===== src/rtl/rlt_map.svh =====
// Purpose: register offsets, field positions and reset values of the timer
// Assumes: byte addresses on a 32-bit bus, one register per aligned word
// Notes:   definitions only
`ifndef RLT_MAP_SVH
`define RLT_MAP_SVH

// --------------------------------
// register offsets
// --------------------------------
`define RLT_OFS_CTRL        8'h00
`define RLT_OFS_COUNT_HIGH  8'h04
`define RLT_OFS_COUNT_LOW   8'h08
`define RLT_OFS_RELOAD      8'h0c
`define RLT_OFS_CAPTURE     8'h10
`define RLT_OFS_STATUS      8'h14

// --------------------------------
// timer_control_one fields
// --------------------------------
`define RLT_CTRL_EN_BIT     0
`define RLT_CTRL_MODE_LSB   1
`define RLT_CTRL_MODE_MSB   3
`define RLT_CTRL_PRE_LSB    4
`define RLT_CTRL_PRE_MSB    6
`define RLT_CTRL_POL_BIT    7
`define RLT_CTRL_ISEL_LSB   8
`define RLT_CTRL_ISEL_MSB   9

// --------------------------------
// status fields
// --------------------------------
`define RLT_STAT_EN_BIT     0
`define RLT_STAT_WAIT_BIT   1
`define RLT_STAT_OUT_BIT    2

// --------------------------------
// reset and restart values
// --------------------------------
`define RLT_COUNT_RST       16'h0000
`define RLT_RELOAD_RST      16'hffff
`define RLT_CAPTURE_RST     16'h0000
`define RLT_COUNT_RESTART   16'h0001
`define RLT_PRE_RST         3'h0

`endif


===== src/rtl/rlt_pkg.sv =====
// Purpose: types shared by the timer files
// Assumes: nothing
// Notes:   mode order is the encoding of the control mode field
package rlt_pkg;

    typedef logic [31:0] rlt_word_t;
    typedef logic [15:0] rlt_count_t;

    typedef enum logic [2:0] {
        RLT_ONESHOT,
        RLT_CONTINUOUS,
        RLT_COUNTER,
        RLT_CAPTURE,
        RLT_COMPARE,
        RLT_CAPCMP,
        RLT_DUALPWM
    } rlt_mode_t;

    typedef enum logic [1:0] {
        RLT_ISEL_BOTH,
        RLT_ISEL_BOTH_ALT,
        RLT_ISEL_CAPTURE,
        RLT_ISEL_RELOAD
    } rlt_isel_t;

endpackage : rlt_pkg


===== src/rtl/rlt_prescale.sv =====
// Purpose: divides count steps by 1, 2, 4 .. 128
// Assumes: step is a one-cycle pulse or held high for sys_clk counting
// Notes:   tick is combinational and coincides with the last step
`timescale 1ns/10ps
module rlt_prescale (
    input  wire logic       sys_clk,
    input  wire logic       resetn,
    input  wire logic       run,
    input  wire logic       step,
    input  wire logic [2:0] divSel,
    output logic            tick
);
    logic [6:0] stepCount;
    logic [7:0] divisor;
    logic [6:0] limit;

    assign divisor = 8'h01 << divSel;
    assign limit   = 7'(divisor - 8'h01);
    assign tick    = run & step & (stepCount == limit);

    // restarts from zero whenever the timer stops, so each start is exact
    always_ff @(posedge sys_clk or negedge resetn) begin
        if (!resetn) begin
            stepCount <= 7'h00;
        end else if (!run) begin
            stepCount <= 7'h00;
        end else if (step) begin
            stepCount <= tick ? 7'h00 : 7'(stepCount + 7'h01);
        end
    end
endmodule : rlt_prescale


===== src/rtl/rlt_sync.sv =====
// Purpose: brings the timer input pin into the sys_clk domain
// Assumes: pin toggles at no more than a quarter of sys_clk
// Notes:   a new level is taken once the second and third stage agree
`timescale 1ns/10ps
module rlt_sync (
    input  wire logic sys_clk,
    input  wire logic resetn,
    input  wire logic pinIn,
    output logic      level
);
    logic stage1;
    logic stage2;
    logic stage3;

    always_ff @(posedge sys_clk or negedge resetn) begin
        if (!resetn) begin
            stage1 <= 1'b0;
            stage2 <= 1'b0;
            stage3 <= 1'b0;
        end else begin
            stage1 <= pinIn;
            stage2 <= stage1;
            stage3 <= stage2;
        end
    end

    always_ff @(posedge sys_clk or negedge resetn) begin
        if (!resetn) begin
            level <= 1'b0;
        end else if (stage2 == stage3) begin
            level <= stage3;
        end
    end
endmodule : rlt_sync


===== src/rtl/rlt_timer16.sv =====
// Purpose: 16-bit reloadable timer with prescaler, capture and compare
// Assumes: AHB-Lite single word transfers; timer pin already muxed in
// Notes:   one wait state on every transfer; timerIrq is a one-cycle pulse
//
// Local design decisions: the register offsets and the AHB-Lite interface to the registers.
`timescale 1ns/10ps
`include "rlt_map.svh"

// Notes on behaviour
// - one 16-bit reloadable counter for timing, event counting or output.
// - prescaler divides count steps by 1 up to 128.
// - one-shot reload flips the output pin for exactly one cycle.
// - one-shot always counts prescaled sys_clk, never the input pin.
// - one-shot period is (reload minus start) times prescale cycles.
// - continuous mode reloads to 0001h at reload value, raises interrupt.
// - continuous mode toggles the output pin at every reload.
// - capture interrupt source selectable: both, capture only, reload only.
// - capture value minus start, times prescale, gives elapsed cycles.
// - compare mode interrupts at match and keeps counting without reload.
// - compare mode toggles the output pin at every match.
// - compare mode wraps from ffffh to 0000h.
// - capture/compare starts on first input edge; that edge gives no interrupt.
// - enabled high-byte read latches low byte; low read returns held copy.
// - disabled low-byte read returns the live counter.
// - reads never disturb counting, reloads, interrupts or output.
// - input shares the pin; used only in counter and capture modes, gated off in dual output mode.
module rlt_timer16 (
    input  wire logic              sys_clk,
    input  wire logic              resetn,
    input  wire logic              hsel,
    input  wire rlt_pkg::rlt_word_t haddr,
    input  wire logic [1:0]        htrans,
    input  wire logic              hwrite,
    input  wire logic [2:0]        hsize,
    input  wire rlt_pkg::rlt_word_t hwdata,
    input  wire logic              hready,
    output rlt_pkg::rlt_word_t     hrdata,
    output logic                   hreadyout,
    output logic                   hresp,
    input  wire logic              timerInPin,
    output logic                   timerOut,
    output logic                   timerOutN,
    output logic                   timerIrq
);
    import rlt_pkg::*;

    // --------------------------------
    // declarations
    // --------------------------------
    logic       busy;
    logic       busWrite;
    logic [7:0] busAddr;
    logic       accept;
    logic       wrAct;
    logic       rdAct;
    logic       ctrlWrite;

    logic       timerEnable;
    rlt_mode_t  mode;
    logic [2:0] prescaleSel;
    logic       outputPolarity;
    rlt_isel_t  intSource;
    rlt_count_t count;
    rlt_count_t reloadValue;
    rlt_count_t captureValue;
    logic [7:0] holdLow;
    logic       waitFirstEdge;

    logic       inLevel;
    logic       inPrev;
    logic       inputAllowed;
    logic       inEdge;
    logic       countsInput;
    logic       running;
    logic       stepIn;
    logic       tick;
    rlt_count_t nextCount;
    logic       hitReload;
    logic       capMode;
    logic       reloadEv;
    logic       compareEv;
    logic       captureEv;
    logic       firstEdge;
    logic       next_outLevel;

    // --------------------------------
    // bus slave
    // --------------------------------
    // hsize is not checked: only whole word accesses are supported
    assign accept    = hsel & htrans[1] & hready & ~busy;
    assign wrAct     = busy & busWrite;
    assign rdAct     = busy & ~busWrite;
    assign ctrlWrite = wrAct & (busAddr == `RLT_OFS_CTRL);

    always_ff @(posedge sys_clk or negedge resetn) begin
        if (!resetn) begin
            busy     <= 1'b0;
            busWrite <= 1'b0;
            busAddr  <= 8'h00;
        end else begin
            busy <= accept;
            if (accept) begin
                busWrite <= hwrite;
                busAddr  <= haddr[7:0];
            end
        end
    end

    // one wait state lets hrdata come from a register
    always_ff @(posedge sys_clk or negedge resetn) begin
        if (!resetn) begin
            hreadyout <= 1'b1;
        end else if (accept) begin
            hreadyout <= 1'b0;
        end else if (busy) begin
            hreadyout <= 1'b1;
        end
    end

    always_ff @(posedge sys_clk or negedge resetn) begin
        if (!resetn) begin
            hresp <= 1'b0;
        end else begin
            hresp <= 1'b0;
        end
    end

    // read data; unmapped offsets read zero
    always_ff @(posedge sys_clk or negedge resetn) begin
        if (!resetn) begin
            hrdata <= 32'h0000_0000;
        end else if (rdAct) begin
            hrdata <= 32'h0000_0000;
            case (busAddr)
                `RLT_OFS_CTRL: begin
                    hrdata[`RLT_CTRL_EN_BIT]                      <= timerEnable;
                    hrdata[`RLT_CTRL_MODE_MSB:`RLT_CTRL_MODE_LSB] <= mode;
                    hrdata[`RLT_CTRL_PRE_MSB:`RLT_CTRL_PRE_LSB]   <= prescaleSel;
                    hrdata[`RLT_CTRL_POL_BIT]                     <= outputPolarity;
                    hrdata[`RLT_CTRL_ISEL_MSB:`RLT_CTRL_ISEL_LSB] <= intSource;
                end
                `RLT_OFS_COUNT_HIGH: hrdata[7:0] <= count[15:8];
                `RLT_OFS_COUNT_LOW:  hrdata[7:0] <= timerEnable ? holdLow
                                                                : count[7:0];
                `RLT_OFS_RELOAD:     hrdata[15:0] <= reloadValue;
                `RLT_OFS_CAPTURE:    hrdata[15:0] <= captureValue;
                `RLT_OFS_STATUS: begin
                    hrdata[`RLT_STAT_EN_BIT]   <= timerEnable;
                    hrdata[`RLT_STAT_WAIT_BIT] <= waitFirstEdge;
                    hrdata[`RLT_STAT_OUT_BIT]  <= timerOut;
                end
                default: hrdata <= 32'h0000_0000;
            endcase
        end
    end

    // --------------------------------
    // control register
    // --------------------------------
    // a software write wins over the one-shot self stop in the same cycle
    always_ff @(posedge sys_clk or negedge resetn) begin
        if (!resetn) begin
            timerEnable    <= 1'b0;
            mode           <= RLT_ONESHOT;
            prescaleSel    <= `RLT_PRE_RST;
            outputPolarity <= 1'b0;
            intSource      <= RLT_ISEL_BOTH;
        end else if (ctrlWrite) begin
            timerEnable    <= hwdata[`RLT_CTRL_EN_BIT];
            mode           <= rlt_mode_t'(hwdata[`RLT_CTRL_MODE_MSB:`RLT_CTRL_MODE_LSB]);
            prescaleSel    <= hwdata[`RLT_CTRL_PRE_MSB:`RLT_CTRL_PRE_LSB];
            outputPolarity <= hwdata[`RLT_CTRL_POL_BIT];
            intSource      <= rlt_isel_t'(hwdata[`RLT_CTRL_ISEL_MSB:`RLT_CTRL_ISEL_LSB]);
        end else if (reloadEv && mode == RLT_ONESHOT) begin
            timerEnable <= 1'b0;
        end
    end

    always_ff @(posedge sys_clk or negedge resetn) begin
        if (!resetn) begin
            reloadValue <= `RLT_RELOAD_RST;
        end else if (wrAct && busAddr == `RLT_OFS_RELOAD) begin
            reloadValue <= hwdata[15:0];
        end
    end

    // --------------------------------
    // input pin
    // --------------------------------
    rlt_sync u_sync (
        .sys_clk (sys_clk),
        .resetn  (resetn),
        .pinIn   (timerInPin),
        .level   (inLevel)
    );

    always_ff @(posedge sys_clk or negedge resetn) begin
        if (!resetn) begin
            inPrev <= 1'b0;
        end else begin
            inPrev <= inLevel;
        end
    end

    // polarity low selects rising edges, high selects falling edges
    assign inputAllowed = (mode != RLT_DUALPWM);
    assign inEdge       = inputAllowed & (inLevel != inPrev) & (inLevel == ~outputPolarity);
    assign capMode      = (mode == RLT_CAPTURE) | (mode == RLT_CAPCMP);
    assign countsInput  = (mode == RLT_COUNTER);

    // --------------------------------
    // counting
    // --------------------------------
    assign running = timerEnable & ~waitFirstEdge;
    assign stepIn  = countsInput ? inEdge : 1'b1;

    rlt_prescale u_pre (
        .sys_clk (sys_clk),
        .resetn  (resetn),
        .run     (running),
        .step    (stepIn),
        .divSel  (prescaleSel),
        .tick    (tick)
    );

    // period is exactly reload minus start ticks
    assign nextCount = 16'(count + 16'h0001);
    assign hitReload = tick & (nextCount == reloadValue);
    assign reloadEv  = hitReload & (mode != RLT_COMPARE);
    assign compareEv = hitReload & (mode == RLT_COMPARE);
    assign captureEv = running & capMode & inEdge;
    assign firstEdge = timerEnable & waitFirstEdge & inEdge;

    // bus writes take the count over; reads never touch it
    always_ff @(posedge sys_clk or negedge resetn) begin
        if (!resetn) begin
            count <= `RLT_COUNT_RST;
        end else if (wrAct && busAddr == `RLT_OFS_COUNT_HIGH) begin
            count[15:8] <= hwdata[7:0];
        end else if (wrAct && busAddr == `RLT_OFS_COUNT_LOW) begin
            count[7:0] <= hwdata[7:0];
        end else if (captureEv && mode == RLT_CAPCMP) begin
            count <= `RLT_COUNT_RESTART;
        end else if (reloadEv) begin
            count <= `RLT_COUNT_RESTART;
        end else if (tick) begin
            count <= nextCount;
        end
    end

    // armed by the mode write, released by the first qualifying edge
    always_ff @(posedge sys_clk or negedge resetn) begin
        if (!resetn) begin
            waitFirstEdge <= 1'b0;
        end else if (ctrlWrite) begin
            waitFirstEdge <= (hwdata[`RLT_CTRL_MODE_MSB:`RLT_CTRL_MODE_LSB]
                              == 3'(RLT_CAPCMP));
        end else if (firstEdge) begin
            waitFirstEdge <= 1'b0;
        end
    end

    // --------------------------------
    // capture and holding registers
    // --------------------------------
    // a capture in the cycle of a software clear is kept
    always_ff @(posedge sys_clk or negedge resetn) begin
        if (!resetn) begin
            captureValue <= `RLT_CAPTURE_RST;
        end else if (captureEv) begin
            captureValue <= count;
        end else if (wrAct && busAddr == `RLT_OFS_CAPTURE) begin
            captureValue <= hwdata[15:0];
        end
    end

    always_ff @(posedge sys_clk or negedge resetn) begin
        if (!resetn) begin
            holdLow <= 8'h00;
        end else if (rdAct && busAddr == `RLT_OFS_COUNT_HIGH && timerEnable) begin
            holdLow <= count[7:0];
        end
    end

    // --------------------------------
    // interrupt pulse
    // --------------------------------
    // source select only narrows the capture modes
    always_ff @(posedge sys_clk or negedge resetn) begin
        if (!resetn) begin
            timerIrq <= 1'b0;
        end else begin
            timerIrq <= (reloadEv & ~(capMode & intSource == RLT_ISEL_CAPTURE))
                      | (captureEv & (intSource != RLT_ISEL_RELOAD))
                      | compareEv;
        end
    end

    // --------------------------------
    // output pin
    // --------------------------------
    // while stopped the pin rests at the polarity level; the one-shot stops
    // itself on reload, so its flip returns to that level one cycle later
    always_comb begin
        next_outLevel = timerOut;
        if (!timerEnable) begin
            next_outLevel = outputPolarity;
        end else if (reloadEv || compareEv) begin
            next_outLevel = ~timerOut;
        end
    end

    always_ff @(posedge sys_clk or negedge resetn) begin
        if (!resetn) begin
            timerOut  <= 1'b0;
            timerOutN <= 1'b1;
        end else begin
            timerOut  <= next_outLevel;
            timerOutN <= ~next_outLevel;
        end
    end

endmodule : rlt_timer16


===== config.mk =====
export PLATFORM = sky130hd
export DESIGN_NAME = rlt_timer16
export DESIGN_NICKNAME = d
export VERILOG_FILES = /design/src/rtl/rlt_pkg.sv /design/src/rtl/rlt_prescale.sv /design/src/rtl/rlt_sync.sv /design/src/rtl/rlt_timer16.sv
export VERILOG_INCLUDE_DIRS = /design/src /design/src/rtl
export SDC_FILE = /design/constraint.sdc
export NUM_CORES = 1
export LEC_CHECK = 0
export BUFFER_PORTS_ARGS = -buffer_cell sky130_fd_sc_hd__buf_2
export CAP_MARGIN = 10
export CORE_MARGIN = 5
export CORE_UTILIZATION = 55
export DETAILED_ROUTE_END_ITERATION = 8
export HOLD_SLACK_MARGIN = 0.03
export PLACE_DENSITY_LB_ADDON = 0.08
export SYNTH_ARGS = -nofsm -noshare
export SYNTH_HDL_FRONTEND = slang
export SYNTH_HIERARCHICAL = 1
export SYNTH_SLANG_ARGS = --single-unit

===== constraint.sdc =====
create_clock -name sys_clk -period 10.1 [get_ports sys_clk]
set_input_delay 1.515 -clock sys_clk [delete_from_list [all_inputs] [get_ports sys_clk]]
set_output_delay 1.515 -clock sys_clk [all_outputs]
set_load 0.02 [all_outputs]

### Yosys cells after proc, flatten, opt, wreduce, memory -nomap -nowiden

Index checks and enable logic that the tools add are counted.

| word-level totals | value |
|---|---|
| output and inout port bits | 37 |
| logic and storage cells | 126 |
| input bits | 75 |
| flip-flop bits (word level) | 109 |

| cells by class | value |
|---|---|
| equality and inequality tests | 21 |
| bitwise operators | 32 |
| reduce and logical (&&, ||, !) cells | 19 |
| shift operators | 1 |
| mux-type cells | 25 |
| $add $sub $neg | 3 |

Operators with widths:

| operator | number |
|---|---|
| $mux 16 | 5 |
| $mux 8 | 4 |
| $pmux 5 s5 | 1 |
| $and 1x1->1 | 21 |
| $mux 7 | 3 |
| $pmux 3 s6 | 1 |
| $add 16x1->16 const B | 1 |
| $eq 16x16->1 | 1 |
| $eq 8x4->1 const B | 2 |
| $eq 8x5->1 const B | 2 |
| $pmux 6 s2 | 1 |
| $eq 3x3->1 const B | 3 |
| $mux 1 | 9 |
| $eq 8x3->1 const B | 1 |
| $logic_and 1x1->1 | 8 |
| $logic_not 8->1 | 1 |
| $not 1->1 | 8 |
| $reduce_bool 2->1 | 4 |
| $reduce_bool 4->1 | 2 |
| $add 7x1->7 const B | 1 |
| $eq 7x7->1 | 1 |
| $shl 1x3->7 const A | 1 |
| $sub 7x1->7 const B | 1 |
| $eq 3x2->1 const B | 2 |
| other kinds (11) | 17 |

### Longest topological paths before layout

Gate-level depths: netlist of run 1.

| depth | value |
|---|---|
| depth after elaboration | 12 |
| mapped depth | 13 |
| gate-level depth less buffers | 11 |

### Modules after synthesis

The synthesis of run 1 kept the hierarchy.

Modules (own cells, without submodules):

| module | cells each | instances | area each (µm²) | seq. area each (µm²) |
|---|---|---|---|---|
| rlt_timer16 | 576 | 1 | 5540.3 | 2474.9 |
| rlt_prescale | 67 | 1 | 570.5 | 175.2 |
| rlt_sync | 5 | 1 | 111.4 | 100.1 |

### Least setup slack after synthesis of run 1

OpenSTA, ideal clock, no wires.

| timing | value |
|---|---|
| path kind | reg2reg |
| from | register prescaleSel[2] |
| to | register timerEnable |
| clock period less this slack | 3250 ps |
| required time | 9975 ps |
| cell stages (with the launch flop) | 12 |
| buffers on the path | 1 |
| setup time | 125 ps |
| slack | 6850 ps |
| data arrival time | 3125 ps |
| path through | dfrtp_1 > buf_4 > a2111oi_4 > o21bai_1 > a211oi_2 > and3_1 > nand2_1 > or3_1 > or4_1 > nor4_4 > a21boi_1 > mux2_2 |

| on the way | value |
|---|---|
| longest elaborated chain between the ends | 8 |

Ends and longest elaborated chain:

| element | line | RTL |
|---|---|---|
| from (decl) | rlt_timer16.sv:60 | `logic [2:0] prescaleSel;` |
| from (signal assigned) | rlt_timer16.sv:165 | `` prescaleSel <= `RLT_PRE_RST; `` |
| from (signal assigned) | rlt_timer16.sv:171 | `` prescaleSel <= hwdata[`RLT_CTRL_PRE_MSB:`RLT_CTRL_PRE_LSB]; `` |
| $shl 1x3->7 | rlt_prescale.sv:17 | `assign divisor = 8'h01 << divSel;` |
| $sub 7x1->7 | rlt_prescale.sv:18 | `assign limit = 7'(divisor - 8'h01);` |
| $eq 7x7->1 | rlt_prescale.sv:19 | `assign tick = run & step & (stepCount == limit);` |
| $and 1x1->1 | rlt_prescale.sv:19 |  |
| named net tick | rlt_timer16.sv:76 | `logic tick;` |
| $and 1x1->1 | rlt_timer16.sv:228 | `assign hitReload = tick & (nextCount == reloadValue);` |
| $and 1x1->1 | rlt_timer16.sv:229 | `assign reloadEv = hitReload & (mode != RLT_COMPARE);` |
| $logic_and 1x1->1 | rlt_timer16.sv:174 | `end else if (reloadEv && mode == RLT_ONESHOT) begin` |
| $reduce_bool 2->1 (no line) | - |  |
| to (signal assigned) | rlt_timer16.sv:169 | `` timerEnable <= hwdata[`RLT_CTRL_EN_BIT]; `` |
| to (decl) | rlt_timer16.sv:58 | `logic timerEnable;` |

The timed path passes the listed nets, and every way through them passes these cells.
A chain may end at the register's enable or synchronous reset.

### Worst setup path after layout of run 1

| timing | value |
|---|---|
| from | register prescaleSel[2] |
| to | register count[0] |

| on the way | value |
|---|---|
| longest elaborated chain between the ends | 9 |
| elaborated cells on any way between the ends | 11 |
| those cells by class | add/sub: 1; eq/ne: 1; shift: 1; mux: 3; bitwise: 3; reduce/logical: 2 |

Ends and longest elaborated chain:

| element | line | RTL |
|---|---|---|
| $shl 1x3->7 (*) | rlt_prescale.sv:17 |  |
| $sub 7x1->7 (*) | rlt_prescale.sv:18 |  |
| $eq 7x7->1 (*) | rlt_prescale.sv:19 |  |
| $and 1x1->1 (*) | rlt_prescale.sv:19 |  |
| named net tick | rlt_timer16.sv:76 |  |
| $and 1x1->1 | rlt_timer16.sv:228 |  |
| $and 1x1->1 | rlt_timer16.sv:229 |  |
| $mux 16 | rlt_timer16.sv:244 | `end else if (reloadEv) begin` |
| $mux 16 | rlt_timer16.sv:242 | `end else if (captureEv && mode == RLT_CAPCMP) begin` |
| $mux 8 | rlt_timer16.sv:240 | `` end else if (wrAct && busAddr == `RLT_OFS_COUNT_LOW) begin `` |
| to (signal assigned) | rlt_timer16.sv:241 | `count[7:0] <= hwdata[7:0];` |
| to (signal assigned) | rlt_timer16.sv:243 | `` count <= `RLT_COUNT_RESTART; `` |
| to (signal assigned) | rlt_timer16.sv:245 | `` count <= `RLT_COUNT_RESTART; `` |
| to (decl) | rlt_timer16.sv:63 | `rlt_count_t count;` |

The timed path passes the listed nets; every way through them passes the cells marked *.

==> results.md, run 1 <==
Status:
- The flow ran to the end, and the final reports show no timing, DRC or antenna violations.

Yosys:
- Counting flops with a built-in enable in the synthesized netlist gives 0.
- The count of cell types in the netlist is 71.
- The number of warnings printed during yosys synthesis is 6.
- Synthesis inferred 109 register bits.
- The per-instance average area after synthesis is 9.60 sq um.
- The count of mapped cells out of synthesis is 648.
- The sequential element share of the synthesized area is 44.2%.
- After synthesis the cells add up to 6220 sq um.
- The fraction of registers with async set or reset after synthesis is 100%.
- The most instantiated flip-flop cell in the synthesis netlist is sky130_fd_sc_hd__dfrtp_1.

CTS:
- The CTS tree is yes.
- No sink is reached through more buffers than the 2 on the longest clock path.
- Buffers inserted during clock tree synthesis total 9.
- The hold-fix buffer count after cts is 0.
- For the worst-skew pair, the clock arrives at the later sink with an insertion delay of 0.36 ns.
- The clock transition at the registers of the reported paths is 0.07 ns.
- The number of buffers inserted by post-CTS setup repair is 0.
- The buffer cell driving the clock tree root is sky130_fd_sc_hd__clkbuf_16.
- The TritonCTS sink count is 109.
- The H-tree depth reported by CTS is 3.
- The post-cts resize count is 0.

Setup path:
- The worst setup path is launched from a flop.
- STA classifies the critical path endpoint as a flop.
- In this run the register-to-register setup slack is 5.54 ns.
- The end of the worst register-to-register path is count[0].
- The peak fanout along the critical path is 17.
- Counting cells, the worst reg-to-reg path comes to 11.
- The reg-to-reg critical path startpoint is prescaleSel[2].
- For the worst setup path, the data required time is 10.40 ns.
- The data arrival time of the worst path is 4.86 ns.
- By startpoint and endpoint, the worst setup path is classified as flop to flop.
- Tracing the worst setup path back leads to its startpoint at prescaleSel[2].

Finish:
- In the layout the commonest cells are 91 x sky130_fd_sc_hd__dfrtp_1, 81 x sky130_fd_sc_hd__nand2_1, 49 x sky130_fd_sc_hd__o21ai_0, 49 x sky130_fd_sc_hd__buf_2.
- Excluding fillers, the count of instances in the completed layout stands at ~800.
- The growth of design area from synthesis to finish is 8.67%.
- In the final layout, the share of cells above drive strength 1 is 20.8%.
- The number of inserted diodes is 0.
- In the final design database the tool counted 751 nets.
- The library cell used most frequently in the layout, excluding fill and tap cells, is sky130_fd_sc_hd__dfrtp_1.

Min path:
- The worst hold path stage count is 0.
- The startpoint identified for the worst hold timing path is u_sync/stage1.
- The type of the worst min-delay path is flop to flop.
- The worst hold path terminates at u_sync/stage2.

Power and ir drop:
- The analysis attributes to cell leakage a power of 0.00288 uW.
- The areal power density over the cells is 172 nW/um^2.
- Across the VDD grid, the largest voltage drop is 0.000119 V.

Floorplanning:
- The die extent in x is approximately 120 microns.
- During I/O placement, the number of pins put on the boundary was 112.
- Once the floorplan was initialized, standard cells occupied 56.7% of the core.
- The height of the die is around 120 microns.
- The floorplan core area is 11000 sq um.
- The number of core rows is 38.
- The full die area is 13500 sq um.

GRT:
- The global route total overflow is 0.
- For this run, the total global-route usage over all layers was measured as 27.0%.
- Entering global routing, the biggest net connects 57 pins.
- The via count of the first global-routing pass is 4986.
- The number of antenna violations at the first check in global routing was 0.
- The first global-routing pass estimated approximately 28000 microns of wire.

Place:
- Port buffering added 50 buffers.
- Routability-driven placement finished with a final weighted congestion of 0.945.
- The count of placed standard cells including taps is about 800.
- The wire-length estimate of the detail-placed layout is 11900 microns.

STA:
- Adding up every negative setup slack in the final design gives 0 ns.
- The number of endpoints failing setup at the final stage is 0.
- Setup repair after global routing left no endpoint under its margin.
- The routed design could run at a clock period as short as 4.56 ns.
- The part of the cycle the worst path needs is a little under half.
- The count of endpoints failing hold in the final timing report is 0.
- Timing would allow up to 219 MHz.
- Clock skew on the completed layout was measured at 0.0110 ns.
- The slew of the pin with the lowest slew margin is 1.07 ns.
- The max-slew headroom at the worst pin is between 20% and 30%.
- The final number of max-transition violations was 0.

Detailed routing:
- Once detail routing completed, the nets flagged for antenna violations numbered 0.
- The total DRC errors in the routed layout is 0.
- The ratio of routed vias to standard cells is 6.30.
- The routed wire length is 17100 microns.
- In the final routed layout, each cell accounts on average for 20.9 microns.
- The number of vias after detailed routing is 5159.
- The first-pass detailed-route iteration total is 6.
- In this run, the number of DRC markers left after iteration 0 of detailed routing was around 400.

Job:
- The number of max-capacitance violations reported is 0.
## logic make-up after synthesis
logic type                 Yosys count  share of synthesized area (%)
xor gates and xnor gates            26                           3.88
DFF                                109                           44.2
AOI/OAI and AO/OA                  148                           16.2
other                                1                         0.0603
muxes                               56                           9.61
adders and majority gates            3                          0.583
and+or+nand+nor                    233                           19.8
buffers and inverters               72                           5.59
## power by group
part | leakage [uW] | total (uW) | switching (uW) | internal (uW)
Combinational | 0.00147 | 276 | 162 | 114
Sequential | 0.00127 | 553 | 68.8 | 484
Clock | 0.000136 | 336 | 162 | 175
Total | 0.00288 | 1170 | 392 | 773
## stage by stage
| step | total power (uW) | hold slack, ns | utilization, % | setup WS, ns | area (sq um) |
|---|---|---|---|---|---|
| 2_1_floorplan | 749 | 0.331 | - | 6.85 | 6280 |
| 3_3_place_gp | 827 | 0.332 | 59.0 | 5.65 | 6480 |
| 3_5_place_dp | 834 | 0.339 | 59.0 | 5.64 | 6480 |
| 4_1_cts | 1170 | 0.355 | 61.6 | 5.62 | 6760 |
| 5_1_grt | 1230 | 0.358 | 61.6 | 5.21 | 6760 |
| 6_report | 1170 | 0.352 | 61.6 | 5.54 | 6760 |
## sequential cells by signal (all words and copies together), names as in the netlist, 7 cells and up
name             count
captureValue        16
holdLow              8
count               16
u_pre/stepCount      7
busAddr              8
reloadValue         16
hrdata              16
## final cells by class
class	count	area, sq um
Fill cell	965	4220
Timing Repair Buffer	58	313
Multi-Input combinational cell	483	3200
Tap cell	140	175
Clock inverter	5	35.0
Sequential cell	109	2750
Inverter	13	48.8
Clock buffer	11	243
## routing by layer
metal / vias up / wire length [microns] / global-route usage (%)
met5: - / 0 / 0
met4: 0 / 650 / 11.4
met3: 34 / 1370 / 5.91
met2: 210 / 7700 / 41.1
met1: 2520 / 7380 / 37.5
li1: 2395 / - / -
## cells in the mapped netlist (all sizes together), types with 3 or more instances
cell	number	share of area (%)
nor4	9	1.5
and3	11	1.1
nand4b	4	0.56
a222oi	7	1.1
o211ai	6	0.72
nand4	13	1.5
nand3	30	2.6
clkbuf	33	2.0
nor2b	4	0.40
or4	5	0.66
o21ai	51	4.1
dfrtp	91	37
a41oi	4	0.56
inv	13	0.78
a31oi	5	0.50
dfstp	18	7.6
xor2	6	0.84
a21oi	21	1.7
xnor2	19	2.7
nor2	31	1.9
nand2	81	4.9
a2111oi	4	0.97
a22oi	14	1.7
nor4b	3	0.42
or3	8	0.80
nor3	13	1.0
o31ai	4	0.48
mux2i	26	4.2
buf	26	2.8
or2	3	0.30
a21o	11	1.3
mux2	30	5.4
nand2b	7	0.70
## worst max path at each step
stage                              to  slack, ns  depth (start not counted)
final                        count[0]       5.54                         11
after CTS                    count[8]       5.62                         11
after global routing         count[8]       5.21                         11
after floorplan           timerEnable       6.85                         11
after detailed placement     count[8]       5.64                         11
after global placement       count[8]       5.65                         11
## critical path, cell delays in order, from the launching register on
cell,delay (ns)
sky130_fd_sc_hd__dfrtp_1,0.57
sky130_fd_sc_hd__or3_1,0.44
sky130_fd_sc_hd__a21oi_1,0.15
sky130_fd_sc_hd__a31oi_1,0.10
sky130_fd_sc_hd__a211oi_2,0.36
sky130_fd_sc_hd__and3_1,0.56
sky130_fd_sc_hd__nand2_1,0.12
sky130_fd_sc_hd__a2111oi_0,0.39
sky130_fd_sc_hd__nor4b_1,0.34
sky130_fd_sc_hd__nand4_1,0.70
sky130_fd_sc_hd__nand3_1,0.51
sky130_fd_sc_hd__o221a_2,0.25
(Power assumes the default switching activity.)
==> run 2: changes to the inputs <==
--- a/config.mk
+++ b/config.mk
@@ -6,6 +6,7 @@
 export SDC_FILE = /design/constraint.sdc
 export NUM_CORES = 1
 export LEC_CHECK = 0
+export ABC_AREA = 1
 export BUFFER_PORTS_ARGS = -buffer_cell sky130_fd_sc_hd__buf_2
 export CAP_MARGIN = 10
 export CORE_MARGIN = 5
==> constraint.sdc (replaced) <==
create_clock -name sys_clk -period 4.2 [get_ports sys_clk]
set_input_delay 0.63 -clock sys_clk [delete_from_list [all_inputs] [get_ports sys_clk]]
set_output_delay 0.63 -clock sys_clk [all_outputs]
set_load 0.02 [all_outputs]
==> results.md, run 2 <==
Setup path:
- The critical path goes through inv_1 -> nor2_1 -> nand2_1 -> nor2_2 -> inv_1 -> nor2_1 -> nand3_1 -> nor2_1 -> nand2_1 -> nor2_2 -> nand3_2 -> nor2_4 -> nand3_4 -> nand2_1 -> nand2_1 -> nand2_1 -> nand2_1.
- STA classifies the critical path startpoint as a flop.
- By startpoint and endpoint, the worst setup path is classified as flop to flop.
- Across all register-to-register paths, the minimum setup slack is 0.84 ns.
- On the critical path the largest part of the delay comes from simple AND/OR/NAND/NOR gates.
- Counting buffers and inverters, the worst setup path is 17 cells deep.
- For the worst flop-to-flop path, the logic depth is 17.
- The number of buffers and inverters on the critical path is 2.
- The endpoint identified for the worst register-to-register timing path is count[3].
- Data on the critical path is required at its endpoint by 4.45 ns.
- Data arrives at the worst endpoint at 3.61 ns.
- In this run the critical register-to-register path is launched from timerEnable.
- The worst setup path endpoint is count[3].
- The critical path's most frequent cell is sky130_fd_sc_hd__nand2_1.
- The worst setup path is captured at a flop.
- The delay contributed by the slowest stage of the critical path is 0.59 ns.
- In this run the worst setup path begins at timerEnable.
- In this run the worst path has a maximum fanout of 16.
- The slowest cell on the critical path is sky130_fd_sc_hd__dfrtp_1.

Yosys:
- The dominant combinational cell family by area after synthesis is simple AND/OR/NAND/NOR gates.
- The synthesized design spends more area on one cell type than any other, namely sky130_fd_sc_hd__dfrtp_1.
- The count of cell types in the netlist is 40.
- After synthesis, the cell types taking the most area are sky130_fd_sc_hd__dfrtp_1 37%, sky130_fd_sc_hd__nand2_1 14%, sky130_fd_sc_hd__dfstp_2 7.7%.
- The synthesized netlist devotes less than 1% of its cell area to XOR and XNOR gates.
- Counting flops with a built-in enable in the synthesized netlist gives 0.
- The share of synthesized cell area in full adder, half adder and majority cells is 0.406%.
- In the synthesized netlist the dominant register cell turns out to be sky130_fd_sc_hd__dfrtp_1.
- The most used standard cell by instance count after synthesis is sky130_fd_sc_hd__nand2_1.
- The number of warnings printed during yosys synthesis is 6.
- Sorting the synthesized cells by how often they occur yields 238 x sky130_fd_sc_hd__nand2_1, 98 x sky130_fd_sc_hd__inv_1, 91 x sky130_fd_sc_hd__dfrtp_1.
- The sequential element share of the synthesized area is between 40% and 50%.
- Summing every instance area after synthesis gives 6170 sq um.
- The fraction of the mapped netlist area in compound gates is 14.5%.
- The area fraction in and, or, nand and nor cells after synthesis is ~30%.
- The per-instance average area after synthesis is 7.43 sq um.
- The cell count after synthesis came out at 831.
- The post-synthesis mux area share is 0%.
- The share of synthesized area in the top cell type comes to 36.9%.
- The fraction of registers with async set or reset after synthesis is 100%.
- The total of flip-flops plus latches after synthesis is around 110.

STA:
- The final number of max-transition violations is 0.
- The total negative slack is 0 ns.
- The part of the cycle the worst path needs is 80.0%.
- Between clock sinks in the finished design, the worst skew comes to ~0.0067 ns.
- Static timing analysis puts the maximum clock frequency at 298 MHz.
- The max-slew headroom at the worst pin is 29.4%.
- The time the final worst path needs with I/O delays and setup is 3.36 ns.
- For the pin with the worst max-slew slack, the measured transition is between 1 and 1.5 ns.
- The count of endpoints failing hold in the final timing report is 0.
- Setup violations remaining at the end of the flow were counted as 0.
- Setup repair after global routing left no endpoint under its margin.

Floorplanning:
- Once the floorplan was initialized, standard cells occupied 56.4% of the core.
- The floorplan step defined a die boundary enclosing 13400 sq um.
- After floorplanning, the core was divided into 38 placement rows.
- 112 I/O pins were placed.
- The floorplan core area is 10900 sq um.
- The die extent in x is approximately 120 microns.
- The floorplan step set the die height to 116 microns.

CTS:
- The number of gates resized after CTS was 0.
- Clock-pin slew was measured on the worst setup and hold paths at 0.07 ns.
- The number of buffers inserted by post-CTS setup repair is 0.
- The clock net in this run drives a total of 109 sinks.
- The clock tree synthesis step divided the H-tree into 3 levels.
- The source-to-sink clock delay at the later pin of the worst-skew pair is 0.36 ns.
- The buffer cell driving the clock tree root is sky130_fd_sc_hd__clkbuf_16.
- Hold repair after CTS inserted 0 buffers.
- The number of buffers created by CTS is 9.
- No sink is reached through more buffers than the 2 on the longest clock path.
- The CTS tree is yes.

Job:
- The number of max-capacitance violations reported is 0.

Finish:
- The finished layout cell area is 6800 sq um.
- The number of inserted diodes is 0.
- The layout has between 1000 and 1500 filler cells.
- Registers take 2750 sq um.
- The number of nets in the final layout is ~950.
- The area of the multi-input gates is 2850 sq um.
- The post-route netlist has 13.8% of its cells at a drive strength greater than 1.
- The growth of design area from synthesis to finish is 10.2%.
- Leaving out fill and tap cells, the most frequent cell in the layout is sky130_fd_sc_hd__nand2_1.
- Leaving out fill and tap cells, the most frequent cells in the layout are 238 x sky130_fd_sc_hd__nand2_1, 98 x sky130_fd_sc_hd__inv_1, 91 x sky130_fd_sc_hd__dfrtp_1, 77 x sky130_fd_sc_hd__nor2_1, 70 x sky130_fd_sc_hd__nand3_1.

Detailed routing:
- The number of vias after detailed routing is 5852.
- The first-pass detailed-route iteration total is 5.
- The average wire per standard cell is roughly 18 microns.
- In the routed layout, each cell is associated on average with a via count of 5.73.
- After the first detailed-routing iteration, the DRC count stood at 589.
- The routed design has 17900 microns of wire.
- For this run, design rule violations remaining after detail routing come to 0.
- In this run the remaining antenna-violating nets after routing total 0.

Power and ir drop:
- The areal power density over the cells is 714 nW/um^2.
- The maximum resistive drop on vdd is 0.000422 V.
- The reported leakage power is 0.00366 uW.

GRT:
- In the global route stage, overall resource usage came out at 27.9%.
- The number of antenna violations at the first check in global routing came to 0.
- The global-route wire length before repair is approximately 29000 microns.
- The via count of the first global-routing pass came to between 5000 and 6000.
- After global routing, the most crowded layer is met2.
- For this run, global-route usage on met3 was measured as 5.48%.
- Global routing finished with a remaining overflow of 0.
- In the global route stage, met1 resource usage came out at 39.8%.
- Global routing consumed, on the met2 layer, 41.7% of the routing resources.
- The pin count of the biggest net entering global routing is 82.

Place:
- The final weighted congestion in routability-driven placement is roughly 0.97.
- After detailed placement, the total cell area comes to ~6500 sq um.
- The wire-length estimate of the detail-placed layout is between 10000 and 15000 microns.
- The count of buffers added on input and output ports is 50.

Status:
- The run finished with clean final reports.

Min path:
- In this run the worst hold path is classified as flop to flop.
- The hold path startpoint is u_sync/stage1.
-- run 2: cell count changes in the layout (fill, tap and decap cells not counted), moves of 26 or more --
cell,before,now
sky130_fd_sc_hd__mux2i_1,26,0
sky130_fd_sc_hd__inv_1,13,98
sky130_fd_sc_hd__a21oi_1,21,51
sky130_fd_sc_hd__nor2_1,30,77
sky130_fd_sc_hd__nand3_1,28,70
sky130_fd_sc_hd__nand2_1,81,238
sky130_fd_sc_hd__mux2_2,30,0
-- run 2: cell families after synthesis --
| group | count (synthesis) |
|---|---|
| buffers and inverters | 144 |
| and+or+nand+nor | 427 |
| xor gates and xnor gates | 1 |
| AOI/OAI and AO/OA | 147 |
| DFF | 109 |
| adders and majority gates | 2 |
| other | 1 |
-- run 2: area by class of cell --
class                   instances  share of cell area, %
well taps                     140                   2.57
inverters                     105                   5.79
repair buffers                 57                   4.49
flip-flops and latches        109                   40.4
multi-input cells             594                   41.9
clock buffers                  12                   3.77
clock inverters                 4                   1.03
-- run 2: worst register-to-register path, delay by kind of cell, from the launching register on --
family	cells	cell delay [ns]
buf+inv	2	0.46
flops	1	0.59
simple gates	15	2.22
-- run 2: layer usage --
layer	part of all wire, %	wire length (microns)
met4	3.4	608
met5	0	0
met2	44	7920
met3	9.7	1740
met1	43	7620
-- run 2: through the flow --
step	power, uW	setup slack, ns	instances	hold slack [ns]	util, %
floorplan	3320	1.92	847	0.331	-
global placement	3830	1.03	1005	0.333	59.2
detailed placement	3890	0.972	1005	0.337	59.2
CTS	4840	0.966	1021	0.353	62.2
global route	5260	0.565	1021	0.361	62.2
finish	4860	0.840	1021	0.353	62.2
-- run 2: worst min path at each step --
stage | end | cells after the start
floorplan | busAddr[0] | 0
global placement | u_sync/stage2 | 0
detailed placement | u_sync/stage2 | 0
CTS | u_sync/stage2 | 0
global route | u_sync/stage1 | 1
finish | u_sync/stage2 | 0
-- run 2: power by group --
| part | switching (uW) | internal, uW | leakage, uW |
|---|---|---|---|
| clock network | 391 | 554 | 0.000163 |
| registers | 283 | 1350 | 0.00121 |
| logic | 1510 | 775 | 0.00229 |
| total | 2180 | 2680 | 0.00366 |
